[src/verilog/pin_mux_pkg.sv]
// Purpose: constants for the pin function selector block
// Assumes: byte-wide register port, offsets as byte addresses
// Notes:   selector codes for pins 8 to 12
package pin_mux_pkg;
    localparam int          ADDR_W          = 9;
    localparam int          DATA_W          = 8;
    localparam int          SEL_W           = 4;
    localparam int          NUM_PINS        = 5;
    localparam logic [8:0]  OFS_SEL_8_9     = 9'h1A4;
    localparam logic [8:0]  OFS_SEL_10_11   = 9'h1A5;
    localparam logic [8:0]  OFS_SEL_12      = 9'h1A6;
    localparam logic [7:0]  SEL_RESET       = 8'h00;
    localparam logic [7:0]  RDATA_IDLE      = 8'h00;
    localparam logic [4:0]  PIN_RESET       = 5'h00;
    localparam int          LO_FIELD_LSB    = 0;
    localparam int          HI_FIELD_LSB    = 4;
    localparam logic [3:0]  CODE_GPIO       = 4'h0;
    localparam logic [3:0]  CODE_INT0       = 4'h1;
    localparam logic [3:0]  CODE_ALT_A      = 4'h4;
    localparam logic [3:0]  CODE_ALT_B      = 4'h5;
    localparam logic [3:0]  CODE_ALT_C      = 4'h6;
endpackage

[src/verilog/pin_func_decode.sv]
// Purpose: one pin's function multiplexer
// Assumes: selector is held in a register upstream
// Notes:   reserved codes fall back to general-purpose I/O
module pin_func_decode (
    input  wire logic [3:0] sel,
    input  wire logic       gpio_out,
    input  wire logic       gpio_oe,
    input  wire logic       interrupt_output_zero,
    input  wire logic       alt_control_out_a,
    input  wire logic       alt_control_out_b,
    input  wire logic       alt_control_out_c,
    output logic            pin_out,
    output logic            pin_oe
);
    always_comb
    begin
        pin_out = gpio_out;
        pin_oe  = gpio_oe;
        case (sel)
            pin_mux_pkg::CODE_GPIO:
            begin
                pin_out = gpio_out;
                pin_oe  = gpio_oe;
            end
            pin_mux_pkg::CODE_INT0:
            begin
                pin_out = interrupt_output_zero;
                pin_oe  = 1'b1;
            end
            pin_mux_pkg::CODE_ALT_A:
            begin
                pin_out = alt_control_out_a;
                pin_oe  = 1'b1;
            end
            pin_mux_pkg::CODE_ALT_B:
            begin
                pin_out = alt_control_out_b;
                pin_oe  = 1'b1;
            end
            pin_mux_pkg::CODE_ALT_C:
            begin
                pin_out = alt_control_out_c;
                pin_oe  = 1'b1;
            end
            // software must not write these; safest to stay on gpio
            default:
            begin
                pin_out = gpio_out;
                pin_oe  = gpio_oe;
            end
        endcase
    end
endmodule

[src/verilog/gpio_pin_function_select.sv]
// Purpose: pin function selection for port pins 8 to 12
// Assumes: single clock, synchronous active-high reset
// Notes:   outputs registered, one cycle after selector or source change
//
// Functional notes
// - register 0x1A4 selects pins 8 and 9
// - register 0x1A5 selects pins 10 and 11
// - register 0x1A6 selects pin 12, upper zero
// - all selectors reset to 0x00, gpio
// - decode gpio, int0, alt a, b, c
//
// Added by the designer: the address-and-strobe port.
module gpio_pin_function_select (
    input  wire logic       clk,
    input  wire logic       reset,
    input  wire logic [8:0] reg_addr,
    input  wire logic [7:0] reg_wdata,
    input  wire logic       reg_wr,
    input  wire logic       reg_rd,
    output logic      [7:0] reg_rdata,
    input  wire logic [4:0] gpio_out,
    input  wire logic [4:0] gpio_oe,
    input  wire logic       interrupt_output_zero,
    input  wire logic       alt_control_out_a,
    input  wire logic       alt_control_out_b,
    input  wire logic       alt_control_out_c,
    output logic      [4:0] pin_out,
    output logic      [4:0] pin_oe
);
    // selector storage; the pin 12 register keeps only its low field
    logic [7:0]  sel_8_9_q;
    logic [7:0]  sel_8_9_d;
    logic [7:0]  sel_10_11_q;
    logic [7:0]  sel_10_11_d;
    logic [3:0]  sel_12_q;
    logic [3:0]  sel_12_d;

    // read data and registered pin stage
    logic [7:0]  rdata_q;
    logic [7:0]  rdata_d;
    logic [4:0]  pin_out_q;
    logic [4:0]  pin_out_d;
    logic [4:0]  pin_oe_q;
    logic [4:0]  pin_oe_d;

    // address decode
    logic        hit_8_9;
    logic        hit_10_11;
    logic        hit_12;

    // write enables
    logic        wr_8_9;
    logic        wr_10_11;
    logic        wr_12;

    // read-back views of the three registers
    logic [7:0]  view_8_9;
    logic [7:0]  view_10_11;
    logic [7:0]  view_12;
    logic [7:0]  rd_mux;

    // one 4-bit selector per pin
    logic [3:0]  pin8_func_field;
    logic [3:0]  pin9_func_field;
    logic [3:0]  pin10_func_field;
    logic [3:0]  pin11_func_field;
    logic [3:0]  pin12_func_field;

    // per-pin multiplexer results, ahead of the output register
    logic [4:0]  mux_out;
    logic [4:0]  mux_oe;

    // full 9-bit compare, so no alias above the map hits a register
    function automatic logic addr_is(
        input logic [8:0] addr,
        input logic [8:0] ofs
    );
    begin
        addr_is = (addr == ofs);
    end
    endfunction

    // low and high selector fields of a register byte
    function automatic logic [3:0] lo_field(
        input logic [7:0] value
    );
    begin
        lo_field = value[pin_mux_pkg::LO_FIELD_LSB +: pin_mux_pkg::SEL_W];
    end
    endfunction

    function automatic logic [3:0] hi_field(
        input logic [7:0] value
    );
    begin
        hi_field = value[pin_mux_pkg::HI_FIELD_LSB +: pin_mux_pkg::SEL_W];
    end
    endfunction

    // next value of a selector byte: replaced whole on a write
    function automatic logic [7:0] next_byte(
        input logic       en,
        input logic [7:0] new_value,
        input logic [7:0] old_value
    );
    begin
        next_byte = en ? new_value : old_value;
    end
    endfunction

    // pin 12 register reads its unused upper half as zero
    function automatic logic [7:0] pad_upper(
        input logic [3:0] field
    );
    begin
        pad_upper = {4'h0, field};
    end
    endfunction

    // address decode
    assign hit_8_9   = addr_is(reg_addr, pin_mux_pkg::OFS_SEL_8_9);
    assign hit_10_11 = addr_is(reg_addr, pin_mux_pkg::OFS_SEL_10_11);
    assign hit_12    = addr_is(reg_addr, pin_mux_pkg::OFS_SEL_12);

    // writes to any other address are ignored
    assign wr_8_9   = reg_wr && hit_8_9;
    assign wr_10_11 = reg_wr && hit_10_11;
    assign wr_12    = reg_wr && hit_12;

    assign sel_8_9_d   = next_byte(wr_8_9, reg_wdata, sel_8_9_q);
    assign sel_10_11_d = next_byte(wr_10_11, reg_wdata, sel_10_11_q);
    // upper bits dropped, so they can never read back set
    assign sel_12_d    = wr_12 ? lo_field(reg_wdata) : sel_12_q;

    // selector fields, one per pin
    assign pin8_func_field  = lo_field(sel_8_9_q);
    assign pin9_func_field  = hi_field(sel_8_9_q);
    assign pin10_func_field = lo_field(sel_10_11_q);
    assign pin11_func_field = hi_field(sel_10_11_q);
    assign pin12_func_field = sel_12_q;

    // read-back views; unmapped addresses read zero
    assign view_8_9   = sel_8_9_q;
    assign view_10_11 = sel_10_11_q;
    assign view_12    = pad_upper(sel_12_q);
    assign rd_mux     = hit_8_9   ? view_8_9   :
                        hit_10_11 ? view_10_11 :
                        hit_12    ? view_12    :
                                    pin_mux_pkg::RDATA_IDLE;

    // read data stand in each cycle after a cycle with reg_rd high, zero otherwise
    assign rdata_d    = reg_rd ? rd_mux : pin_mux_pkg::RDATA_IDLE;

    // pins take a registered copy of the multiplexer result
    assign pin_out_d  = mux_out;
    assign pin_oe_d   = mux_oe;

    // one decoder per pin; all five share the function sources
    // pin 8: low field of the first register
    pin_func_decode u_pin8 (
        .sel                   (pin8_func_field),
        .gpio_out              (gpio_out[0]),
        .gpio_oe               (gpio_oe[0]),
        .interrupt_output_zero (interrupt_output_zero),
        .alt_control_out_a     (alt_control_out_a),
        .alt_control_out_b     (alt_control_out_b),
        .alt_control_out_c     (alt_control_out_c),
        .pin_out               (mux_out[0]),
        .pin_oe                (mux_oe[0])
    );

    // pin 9: high field of the first register
    pin_func_decode u_pin9 (
        .sel                   (pin9_func_field),
        .gpio_out              (gpio_out[1]),
        .gpio_oe               (gpio_oe[1]),
        .interrupt_output_zero (interrupt_output_zero),
        .alt_control_out_a     (alt_control_out_a),
        .alt_control_out_b     (alt_control_out_b),
        .alt_control_out_c     (alt_control_out_c),
        .pin_out               (mux_out[1]),
        .pin_oe                (mux_oe[1])
    );

    // pin 10: low field of the second register
    pin_func_decode u_pin10 (
        .sel                   (pin10_func_field),
        .gpio_out              (gpio_out[2]),
        .gpio_oe               (gpio_oe[2]),
        .interrupt_output_zero (interrupt_output_zero),
        .alt_control_out_a     (alt_control_out_a),
        .alt_control_out_b     (alt_control_out_b),
        .alt_control_out_c     (alt_control_out_c),
        .pin_out               (mux_out[2]),
        .pin_oe                (mux_oe[2])
    );

    // pin 11: high field of the second register
    pin_func_decode u_pin11 (
        .sel                   (pin11_func_field),
        .gpio_out              (gpio_out[3]),
        .gpio_oe               (gpio_oe[3]),
        .interrupt_output_zero (interrupt_output_zero),
        .alt_control_out_a     (alt_control_out_a),
        .alt_control_out_b     (alt_control_out_b),
        .alt_control_out_c     (alt_control_out_c),
        .pin_out               (mux_out[3]),
        .pin_oe                (mux_oe[3])
    );

    // pin 12: low field of the third register
    pin_func_decode u_pin12 (
        .sel                   (pin12_func_field),
        .gpio_out              (gpio_out[4]),
        .gpio_oe               (gpio_oe[4]),
        .interrupt_output_zero (interrupt_output_zero),
        .alt_control_out_a     (alt_control_out_a),
        .alt_control_out_b     (alt_control_out_b),
        .alt_control_out_c     (alt_control_out_c),
        .pin_out               (mux_out[4]),
        .pin_oe                (mux_oe[4])
    );

    // selector registers, all cleared so every pin starts as gpio
    always_ff @(posedge clk)
    begin
        if (reset)
        begin
            sel_8_9_q <= pin_mux_pkg::SEL_RESET;
        end
        else
        begin
            sel_8_9_q <= sel_8_9_d;
        end
    end

    always_ff @(posedge clk)
    begin
        if (reset)
        begin
            sel_10_11_q <= pin_mux_pkg::SEL_RESET;
        end
        else
        begin
            sel_10_11_q <= sel_10_11_d;
        end
    end

    always_ff @(posedge clk)
    begin
        if (reset)
        begin
            sel_12_q <= lo_field(pin_mux_pkg::SEL_RESET);
        end
        else
        begin
            sel_12_q <= sel_12_d;
        end
    end

    // read data register
    always_ff @(posedge clk)
    begin
        if (reset)
        begin
            rdata_q <= pin_mux_pkg::RDATA_IDLE;
        end
        else
        begin
            rdata_q <= rdata_d;
        end
    end

    // registered pins trade one cycle latency for glitch-free outputs
    always_ff @(posedge clk)
    begin
        if (reset)
        begin
            pin_out_q <= pin_mux_pkg::PIN_RESET;
        end
        else
        begin
            pin_out_q <= pin_out_d;
        end
    end

    always_ff @(posedge clk)
    begin
        if (reset)
        begin
            pin_oe_q <= pin_mux_pkg::PIN_RESET;
        end
        else
        begin
            pin_oe_q <= pin_oe_d;
        end
    end

    // top outputs come straight from flip-flops
    assign reg_rdata = rdata_q;
    assign pin_out   = pin_out_q;
    assign pin_oe    = pin_oe_q;
endmodule

[config.mk]
export PLATFORM = sky130hd
export DESIGN_NAME = gpio_pin_function_select
export DESIGN_NICKNAME = d
export VERILOG_FILES = /design/src/verilog/pin_mux_pkg.sv /design/src/verilog/pin_func_decode.sv /design/src/verilog/gpio_pin_function_select.sv
export SDC_FILE = /design/constraint.sdc
export NUM_CORES = 1
export LEC_CHECK = 0
export BUFFER_PORTS_ARGS = -buffer_cell sky130_fd_sc_hd__clkbuf_2
export CORE_ASPECT_RATIO = 1.25
export CORE_MARGIN = 3
export CORE_UTILIZATION = 50
export CTS_CLUSTER_SIZE = 20
export DETAILED_ROUTE_END_ITERATION = 10
export PLACE_DENSITY = 0.86
export SLEW_MARGIN = 10
export SYNTH_ARGS = -nofsm -noshare
export SYNTH_HDL_FRONTEND = slang
export SYNTH_HIERARCHICAL = 1
export SYNTH_SLANG_ARGS = --single-unit
[constraint.sdc]
create_clock -name clk -period 1.7 [get_ports clk]
set_input_delay 0.34 -clock clk [delete_from_list [all_inputs] [get_ports clk]]
set_output_delay 0.34 -clock clk [all_outputs]
set_load 0.02 [all_outputs]
## After elaboration in Yosys (flattened, before gate mapping)

Cells that the tools add are included.

| storage, ports and cells | value |
|---|---|
| output and inout port bits | 18 |
| word-level logic and storage cells | 52 |
| register bits | 38 |
| RAM bits | 0 |
| memory bits (read-only) | 0 |
| latch bits | 0 |
| bits of input ports | 35 |
| memories kept | 0 |

| cells by class | value |
|---|---|
| order comparisons | 0 |
| equal/unequal tests | 23 |
| bitwise gates (word level) | 1 |
| $add $sub $neg | 0 |
| muxes and demuxes | 13 |
| div/mod/pow operators | 0 |
| multiply operators | 0 |
| shift-type cells | 0 |
| reductions and logical operators | 9 |

Operators with widths:

| cell | count |
|---|---|
| $eq 4x3->1 const B | 15 |
| $eq 9x9->1 const B | 3 |
| $eq 4x1->1 const B | 5 |
| $pmux 1 s4 | 5 |
| $reduce_or 4->1 | 5 |
| $mux 8 | 2 |
| $mux 1 | 5 |
| $mux 4 | 1 |
| $logic_and 1x1->1 | 3 |
| $reduce_or 2->1 | 1 |
| $not 1->1 | 1 |

## Longest topological paths before layout

Gate-level depths: netlist (run 1).

| depth | value |
|---|---|
| depth in word-level cells | 4 |
| mapped depth | 5 |
| gate-level depth less buffers | 4 |

## Modules after synthesis

The synthesis (run 1) kept the hierarchy.

By module, submodules not included:

| module | times used | area an instance (sq um) | cells each | sequential area each (sq um) |
|---|---|---|---|---|
| gpio_pin_function_select | 1 | 1,527.7 | 145 | 760.7 |
| pin_func_decode | 5 | 88.8 | 10 | 0.0 |

## Worst setup path after synthesis (run 1)

No wires, ideal clock.

| timing path | value |
|---|---|
| path type | input port to flip-flop |
| start | in reg_addr[4] |
| end | reg sel_8_9_q[3] |
| stages on the path | 5 |
| path slack | 433 ps |
| data arrival time | 1,195 ps |
| buffers on the path | 2 |
| library setup time | 72 ps |
| required time | 1,628 ps |
| path through | nor4bb_1 > buf_2 > and3_1 > buf_6 > mux2i_1 |

| between the ends | value |
|---|---|
| cells in the longest elaborated chain, start to end | 2 |

RTL lines:

| what | RTL line | source |
|---|---|---|
| from (decl) | gpio_pin_function_select.sv:16 | `input wire logic [8:0] reg_addr,` |
| $eq 9x9->1 | gpio_pin_function_select.sv:79 | `addr_is = (addr == ofs);` |
| $logic_and 1x1->1 | gpio_pin_function_select.sv:126 | `assign wr_8_9 = reg_wr && hit_8_9;` |
| to (signal assigned) | gpio_pin_function_select.sv:229 | `sel_8_9_q <= pin_mux_pkg::SEL_RESET;` |
| to (signal assigned) | gpio_pin_function_select.sv:233 | `sel_8_9_q <= sel_8_9_d;` |
| to (decl) | gpio_pin_function_select.sv:31 | `logic [7:0] sel_8_9_q;` |

No other way between the ends.
A chain may end at the register's enable or synchronous reset.

## Final worst setup path (run 1)

| timing path | value |
|---|---|
| start | reg sel_10_11_q[2] |
| end | reg pin_out_q[2], in the netlist pin_out[2] |

| between the ends | value |
|---|---|
| cells in the longest elaborated chain, start to end | 2 |
| elaborated cells between the ends (all ways) | 5 |

RTL lines:

| what | RTL line | source |
|---|---|---|
| from (decl) | gpio_pin_function_select.sv:33 | `logic [7:0] sel_10_11_q;` |
| from (signal assigned) | gpio_pin_function_select.sv:241 | `sel_10_11_q <= pin_mux_pkg::SEL_RESET;` |
| from (signal assigned) | gpio_pin_function_select.sv:245 | `sel_10_11_q <= sel_10_11_d;` |
| $eq 4x3->1 / $eq 4x1->1 (equally long branches) | pin_func_decode.sv:19 | `case (sel)` |
| $pmux 1 s4 * | pin_func_decode.sv:19 |  |
| via mux_out[2] | gpio_pin_function_select.sv:70 | `logic [4:0] mux_out;` |
| to (signal assigned) | gpio_pin_function_select.sv:279 | `pin_out_q <= pin_mux_pkg::PIN_RESET;` |
| to (signal assigned) | gpio_pin_function_select.sv:283 | `pin_out_q <= pin_out_d;` |
| to (decl) | gpio_pin_function_select.sv:41 | `logic [4:0] pin_out_q;` |

Mark *: on every way through the listed nets, which the timed path passes. The rest lies on a longest branch.

==> results of run 1 <==
-- metrics by stage --
stage	hold slack, ns	setup slack, ns	cells
3_5_place_dp	0.492	0.195	292
6_report	0.321	0.304	300
5_1_grt	0.335	0.243	300
4_1_cts	0.323	0.323	300
2_1_floorplan	0.457	0.433	195
3_3_place_gp	0.489	0.212	292
-- routing by layer --
layer	vias to the layer above	global-route usage (%)
li1	794	-
met1	687	24.2
met2	43	30.4
met3	5	4.28
met4	0	7.96
met5	-	0
-- state kept, by name, indices dropped and copies added, names as in the netlist --
signal / cells
pin_out: 5
pin_oe: 5
sel_8_9_q: 8
pin12_func_field: 4
reg_rdata: 8
sel_10_11_q: 8
-- logic make-up (layout without fill, tap and decap cells) --
kind of cell / count (synthesis) / in the layout / share of synthesized area [%]
DFF: 38 / 38 / 38.6
and+or+nand+nor: 96 / 96 / 34.8
AOI/OAI and AO/OA: 23 / 23 / 10.3
buffers and inverters: 14 / 67 / 4.12
muxes: 24 / 24 / 12.2
-- critical path: stages (launching register included) --
cell and delay [ns]:
dfxtp_1 0.47, nor4b_2 0.29, a211oi_1 0.08, o32a_1 0.32, nor2b_1 0.12
-- cell type report --
class	instances	area, um2	share of cell area (%)
multi-input combinational	143	1130	47.8
sequential	38	761	32.2
timing repair buffer	55	283	12.0
clock buffer	5	68.8	2.91
tap	52	65.1	2.75
clock inverter	3	40.0	1.69
inverter	4	15.0	0.636
-- path summary, 6_finish.rpt --
path	startpoint	endpoint	cells after the start
worst max-delay path	sel_10_11_q[2]	pin_out[2]	4
worst min-delay path	reg_wdata[7]	sel_10_11_q[7]	3
worst max register to register	sel_10_11_q[2]	pin_out[2]	4
worst min register to register	sel_8_9_q[7]	sel_8_9_q[7]	2
-- Yosys cell counts (3+ instances only) --
master and count:
a211oi_1 5, a21oi_1 4, a221o_2 4, and3b_1 5, and4bb_1 5, buf_6 3, clkbuf_1 4, dfxtp_1 38
inv_1 4, mux2i_1 24, nand2_1 9, nand2b_1 28, nor2_1 5, nor2b_1 16, nor2b_2 5, nor3_1 4
nor4b_2 5, o21ba_2 5, o32a_1 5, or2_2 5
-- where the power goes --
group	switching, uW	total [uW]	internal [uW]
clock	306	738	431
sequential	3.08	906	903
combinational	79.3	158	78.9
total	389	1800	1410
==> flow_summary.yaml, run 1 <==
floorplanning:
  num_rows: 24
  ios: 53
  die_y_um: 76.2
  dieWidth_um: 62.2
  die_area_um2: 4740
  coreArea_um2: 3630
  initial_core_util_pct: 54.3
detailed_routing:
  vias: 1529
  ant_nets: 0
  via_per_inst: 5.10
  first_pass_iters: 4
  route.met3.wl_um: 184
  wl_met2_mm: 1.89
  drt_iter0_drc: 33
  dr.max_layer_used: "met4"
  m1WireLength_mm: 1.87
  drc: 0
  drt-wirelength-per-cell_um: 13.4
  drt-total-wl_mm: 4.03
timing:
  maxSlewHeadroom_pct: 75.5
  clock_skew_ns: 0.00906
  tns_ns: 0
  slew_viol_final: 0
  rsz0062_at_grt: "false"
  fin_crit_sh_pct: 82.1
  final_hold_viol_count: 0
  min_period_ns: 1.40
  worstMarginPinSlew_ns: 0.363
  fmax_mhz: 717
  setup_violations: 0
clock_tree:
  cts-root-buf: "clkbuf_8"
  clk_transition_reported_paths_ns: 0.07
  clk_path_buf_depth: 2
  cts_resized: 0
  cts_made_buffers: 5
  ctsHoldBuffers: 0
  clock_sinks: 38
  cts_setup_buffers: 0
  cts_tree: "done"
  h-tree-depth: 2
  insertion_delay_ns: 0.29
min_path:
  hp-class: "input pin to register"
synth:
  ys_ff_latch: 38
  yosysTopAreaCell: "dfxtp_1"
  syn_nets: 230
  synth-main-ff-cell: "dfxtp_1"
  synthesis.area_um2: 1970
  ys_warn_count: 6
  synth_edf_count: 0
  syn-mean-instance-area_um2: 10.1
  synth_cell_type_count: 28
  ys_seq_area_share_pct: 38.6
  yosysTopAreaCellShare_pct: 38.6
  synthArstFlopShare_pct: 0
  ys_top_cells_by_area: "dfxtp_1 39%, mux2i_1 12%, nand2b_1 8.9%"
  syn_inst: 195
global_routing:
  grt_pass1_wl_mm: 7.29
  antenna_found_initial: 0
  grt_max_degree: 39
  overflow: 0
  grt_pass1_vias: 1570
  grt_usage_pct: 18.9
critical_path:
  crit_required_ns: 1.88
  worstSetupPathType: "register to register"
  start_kind: "register"
  reg2reg_slack_ns: 0.30
  path_max_fanout: 7
  end_kind: "register"
  cp_data_arrival_time_ns: 1.57
pwr:
  p_per_area_nw_per_um2: 763
  finalPower_uw: 1800
  max-vdd-ir-drop_mv: 0.508
  p_leak_uw: 0.00107
layout:
  fillers: 303
  layout-drive-gt1-share_pct: 36.3
  nets: 282
  mostFrequentLayoutCells: "52 x clkbuf_2, 38 x dfxtp_1, 28 x nand2b_1, 24 x mux2i_1, 16 x nor2b_1"
  finish.utilization_pct: 65.0
  layout_commonest_cell: "clkbuf_2"
  n_antenna_cell: 0
  design_area_um2: 2360
  syn2layout_area_growth_pct: 19.8
placed_design:
  dpl_cell_area_um2: 2250
  port_buffers: 52
  gp_congestion: 0.810
  place_hpwl_mm: 2.98
status:
  status: "completed"
flow_run:
  drv_cap: 0
Power figures use the tool's default switching activity.
==> inputs of run 2 (changes only) <==
--- a/config.mk
+++ b/config.mk
@@ -8,10 +8,10 @@
 export BUFFER_PORTS_ARGS = -buffer_cell sky130_fd_sc_hd__clkbuf_2
 export CORE_ASPECT_RATIO = 1.25
 export CORE_MARGIN = 3
-export CORE_UTILIZATION = 50
+export CORE_UTILIZATION = 47
 export CTS_CLUSTER_SIZE = 20
 export DETAILED_ROUTE_END_ITERATION = 10
-export PLACE_DENSITY = 0.86
+export PLACE_DENSITY = 0.84
 export SLEW_MARGIN = 10
 export SYNTH_ARGS = -nofsm -noshare
 export SYNTH_HDL_FRONTEND = slang
==> constraint.sdc (replaced) <==
create_clock -name clk -period 1.2 [get_ports clk]
set_input_delay 0.24 -clock clk [delete_from_list [all_inputs] [get_ports clk]]
set_output_delay 0.24 -clock clk [all_outputs]
set_load 0.02 [all_outputs]
==> run 2 against run 1 <==
Effect of this change:
- the flow now finishes with violations (setup timing)
- setup slack worse by 0.42 ns
- global-route usage is 1.6 points higher
- first-iteration DRC count rose to 4.0 times the previous value
- count of clock-buffer cells in the layout is 2 higher
- clock power increased by 20%
- cell area rose by 15%
- sequential cell count stayed put
- clock skew is 0.0010 ns lower
- cell count up 9.3%
- utilization increased by 4.4 points
==> flow_summary.yaml, run 2 (synthesis gave the netlist of run 1 again) <==
placed_design:
  placed_cells: 316
  gp_congestion: 0.841
  dpl_cell_area_um2: 2420
  port_buffers: 52
  place_hpwl_mm: 3.47
  place_ws_ns: -0.224
critical_path:
  end_kind: "register"
  start_kind: "register"
  worstSetupPathType: "register to register"
  crit_required_ns: 1.42
  cp_data_arrival_time_ns: 1.54
  path_max_fanout: 5
status:
  status: "finished with violations"
  violations: "setup timing"
global_routing:
  grt_max_degree: 39
  grt_usage_pct: 20.5
  grt_pass1_wl_mm: 8.17
  grt_pass1_vias: 1794
  antenna_found_initial: 0
  overflow: 0
detailed_routing:
  drt_iter0_drc: 132
  drt-wirelength-per-cell_um: 16.5
  drt-total-wl_mm: 5.43
  vias: 1777
  via_per_inst: 5.42
  ant_nets: 0
  first_pass_iters: 4
  drc: 0
layout:
  design_area_um2: 2710
  syn2layout_area_growth_pct: 37.6
  layout_commonest_cell: "clkbuf_2"
  final_cells: 328
  regArea_um2: 807
  mostFrequentLayoutCells: "52 x clkbuf_2, 28 x nand2b_1, 24 x mux2i_1, 24 x buf_4, 23 x dfxtp_1"
  multi_input_area_um2: 1230
  n_antenna_cell: 0
  fillers: 266
  layout-drive-gt1-share_pct: 49.6
  nets: 308
pwr:
  p_comb_share_pct: 10.9
  p_sw_share_pct: 23.1
  power_frac_seq_pct: 52.4
  p_per_area_nw_per_um2: 886
  p_clk_share_pct: 36.8
  p_switching_uw: 556
  max-vdd-ir-drop_mv: 0.577
  p_leak_uw: 0.00123
  internal_power_uw: 1850
floorplanning:
  die_y_um: 78.4
  initial_core_util_pct: 50.4
  num_rows: 25
  dieWidth_um: 63.9
  coreArea_um2: 3910
  ios: 53
  die_area_um2: 5010
timing:
  min_period_ns: 1.32
  final_hold_viol_count: 0
  slew_viol_final: 0
  maxSlewHeadroom_pct: 78.7
  timing.final.ws_setup_ns: -0.115
  fin_crit_sh_pct: 110
  worstMarginPinSlew_ns: 0.317
  setup_violations: 8
  rsz0062_at_grt: "true"
  fmax_mhz: 760
  clock_skew_ns: 0.00803
flow_run:
  drv_cap: 0
clock_tree:
  clk_path_buf_depth: 2
  clock_sinks: 38
  cts_tree: "done"
  clk_transition_reported_paths_ns: 0.07
  cts-root-buf: "clkbuf_8"
  h-tree-depth: 2
  cts_made_buffers: 5
  ctsHoldBuffers: 0
  insertion_delay_ns: 0.29
min_path:
  hp-class: "input pin to register"
==> run 2: cell count changes in the layout (fill, tap and decap cells not counted), moves of 3 or more <==
cell	before	now
nor2b_4	0	7
nor2b_2	5	1
dfxtp_2	0	4
dfxtp_1	38	23
or2_2	5	2
dfxtp_4	0	11
buf_4	3	24
or2_4	0	3
o21ba_4	0	3
nor2b_1	16	13
o21ba_2	5	2
buf_6	0	5
==> run 2: power groups by stage <==
| stage | Sequential, uW | Clock (uW) | Combinational [uW] |
|---|---|---|---|
| 2_1_floorplan | 1340 | 0 | 103 |
| 3_3_place_gp | 1310 | 0 | 239 |
| 3_5_place_dp | 1310 | 0 | 243 |
| 4_1_cts | 1260 | 887 | 246 |
| 5_1_grt | 1260 | 961 | 282 |
| 6_report | 1260 | 884 | 261 |
==> run 2: metal layers <==
metal / share of wire [%] / wire length (um) / track usage [%]
met1: 41 / 2210 / 23.8
met2: 50 / 2730 / 35.5
met3: 5.9 / 322 / 3.86
met4: 3.1 / 166 / 10.2
met5: 0 / 0 / 0
==> run 2: through the flow <==
step                hold slack [ns]  util [%]  power, uW  setup TNS, ns
finish                        0.221      69.4       2400         -0.472
detailed placement            0.515      61.9       1550          -4.97
global route                  0.223      69.4       2500         -0.912
CTS                           0.213      67.5       2400         -0.198
floorplan                     0.416         -       1440              0
global placement              0.500      61.9       1550          -2.01
==> run 2: what timing repair did <==
| item | CTS | global route |
|---|---|---|
| pin swaps | 18 | 4 |
| resized for setup | 37 | 16 |
| buffers inserted | 3 | 2 |
| setup endpoints to repair | 10 | 15 |
==> run 2: final timing paths <==
check / from / end / slack [ns] / depth (start not counted)
setup / recovery: sel_10_11_q[4] / pin_out[3] / -0.12 / 4
hold / removal: reg_wdata[5] / sel_8_9_q[5] / 0.22 / 3
setup reg to reg: sel_10_11_q[4] / pin_out[3] / -0.12 / 4
hold reg to reg: sel_10_11_q[3] / reg_rdata[3] / 0.52 / 2
==> run 2: critical path, cell delays in order, from the launching register on <==
cell and delay, ns:
dfxtp_4 0.39, and4bb_1 0.20, a211oi_1 0.31, o32a_1 0.20, nor2b_2 0.14
==> run 2: area by class of cell <==
| class | instances | share of cell area, % |
|---|---|---|
| Timing Repair Buffer | 81 | 18.3 |
| Clock inverter | 1 | 0.185 |
| Sequential cell | 38 | 29.8 |
| Multi-Input combinational cell | 143 | 45.5 |
| Clock buffer | 7 | 3.18 |
| Tap cell | 54 | 2.49 |
| Inverter | 4 | 0.554 |
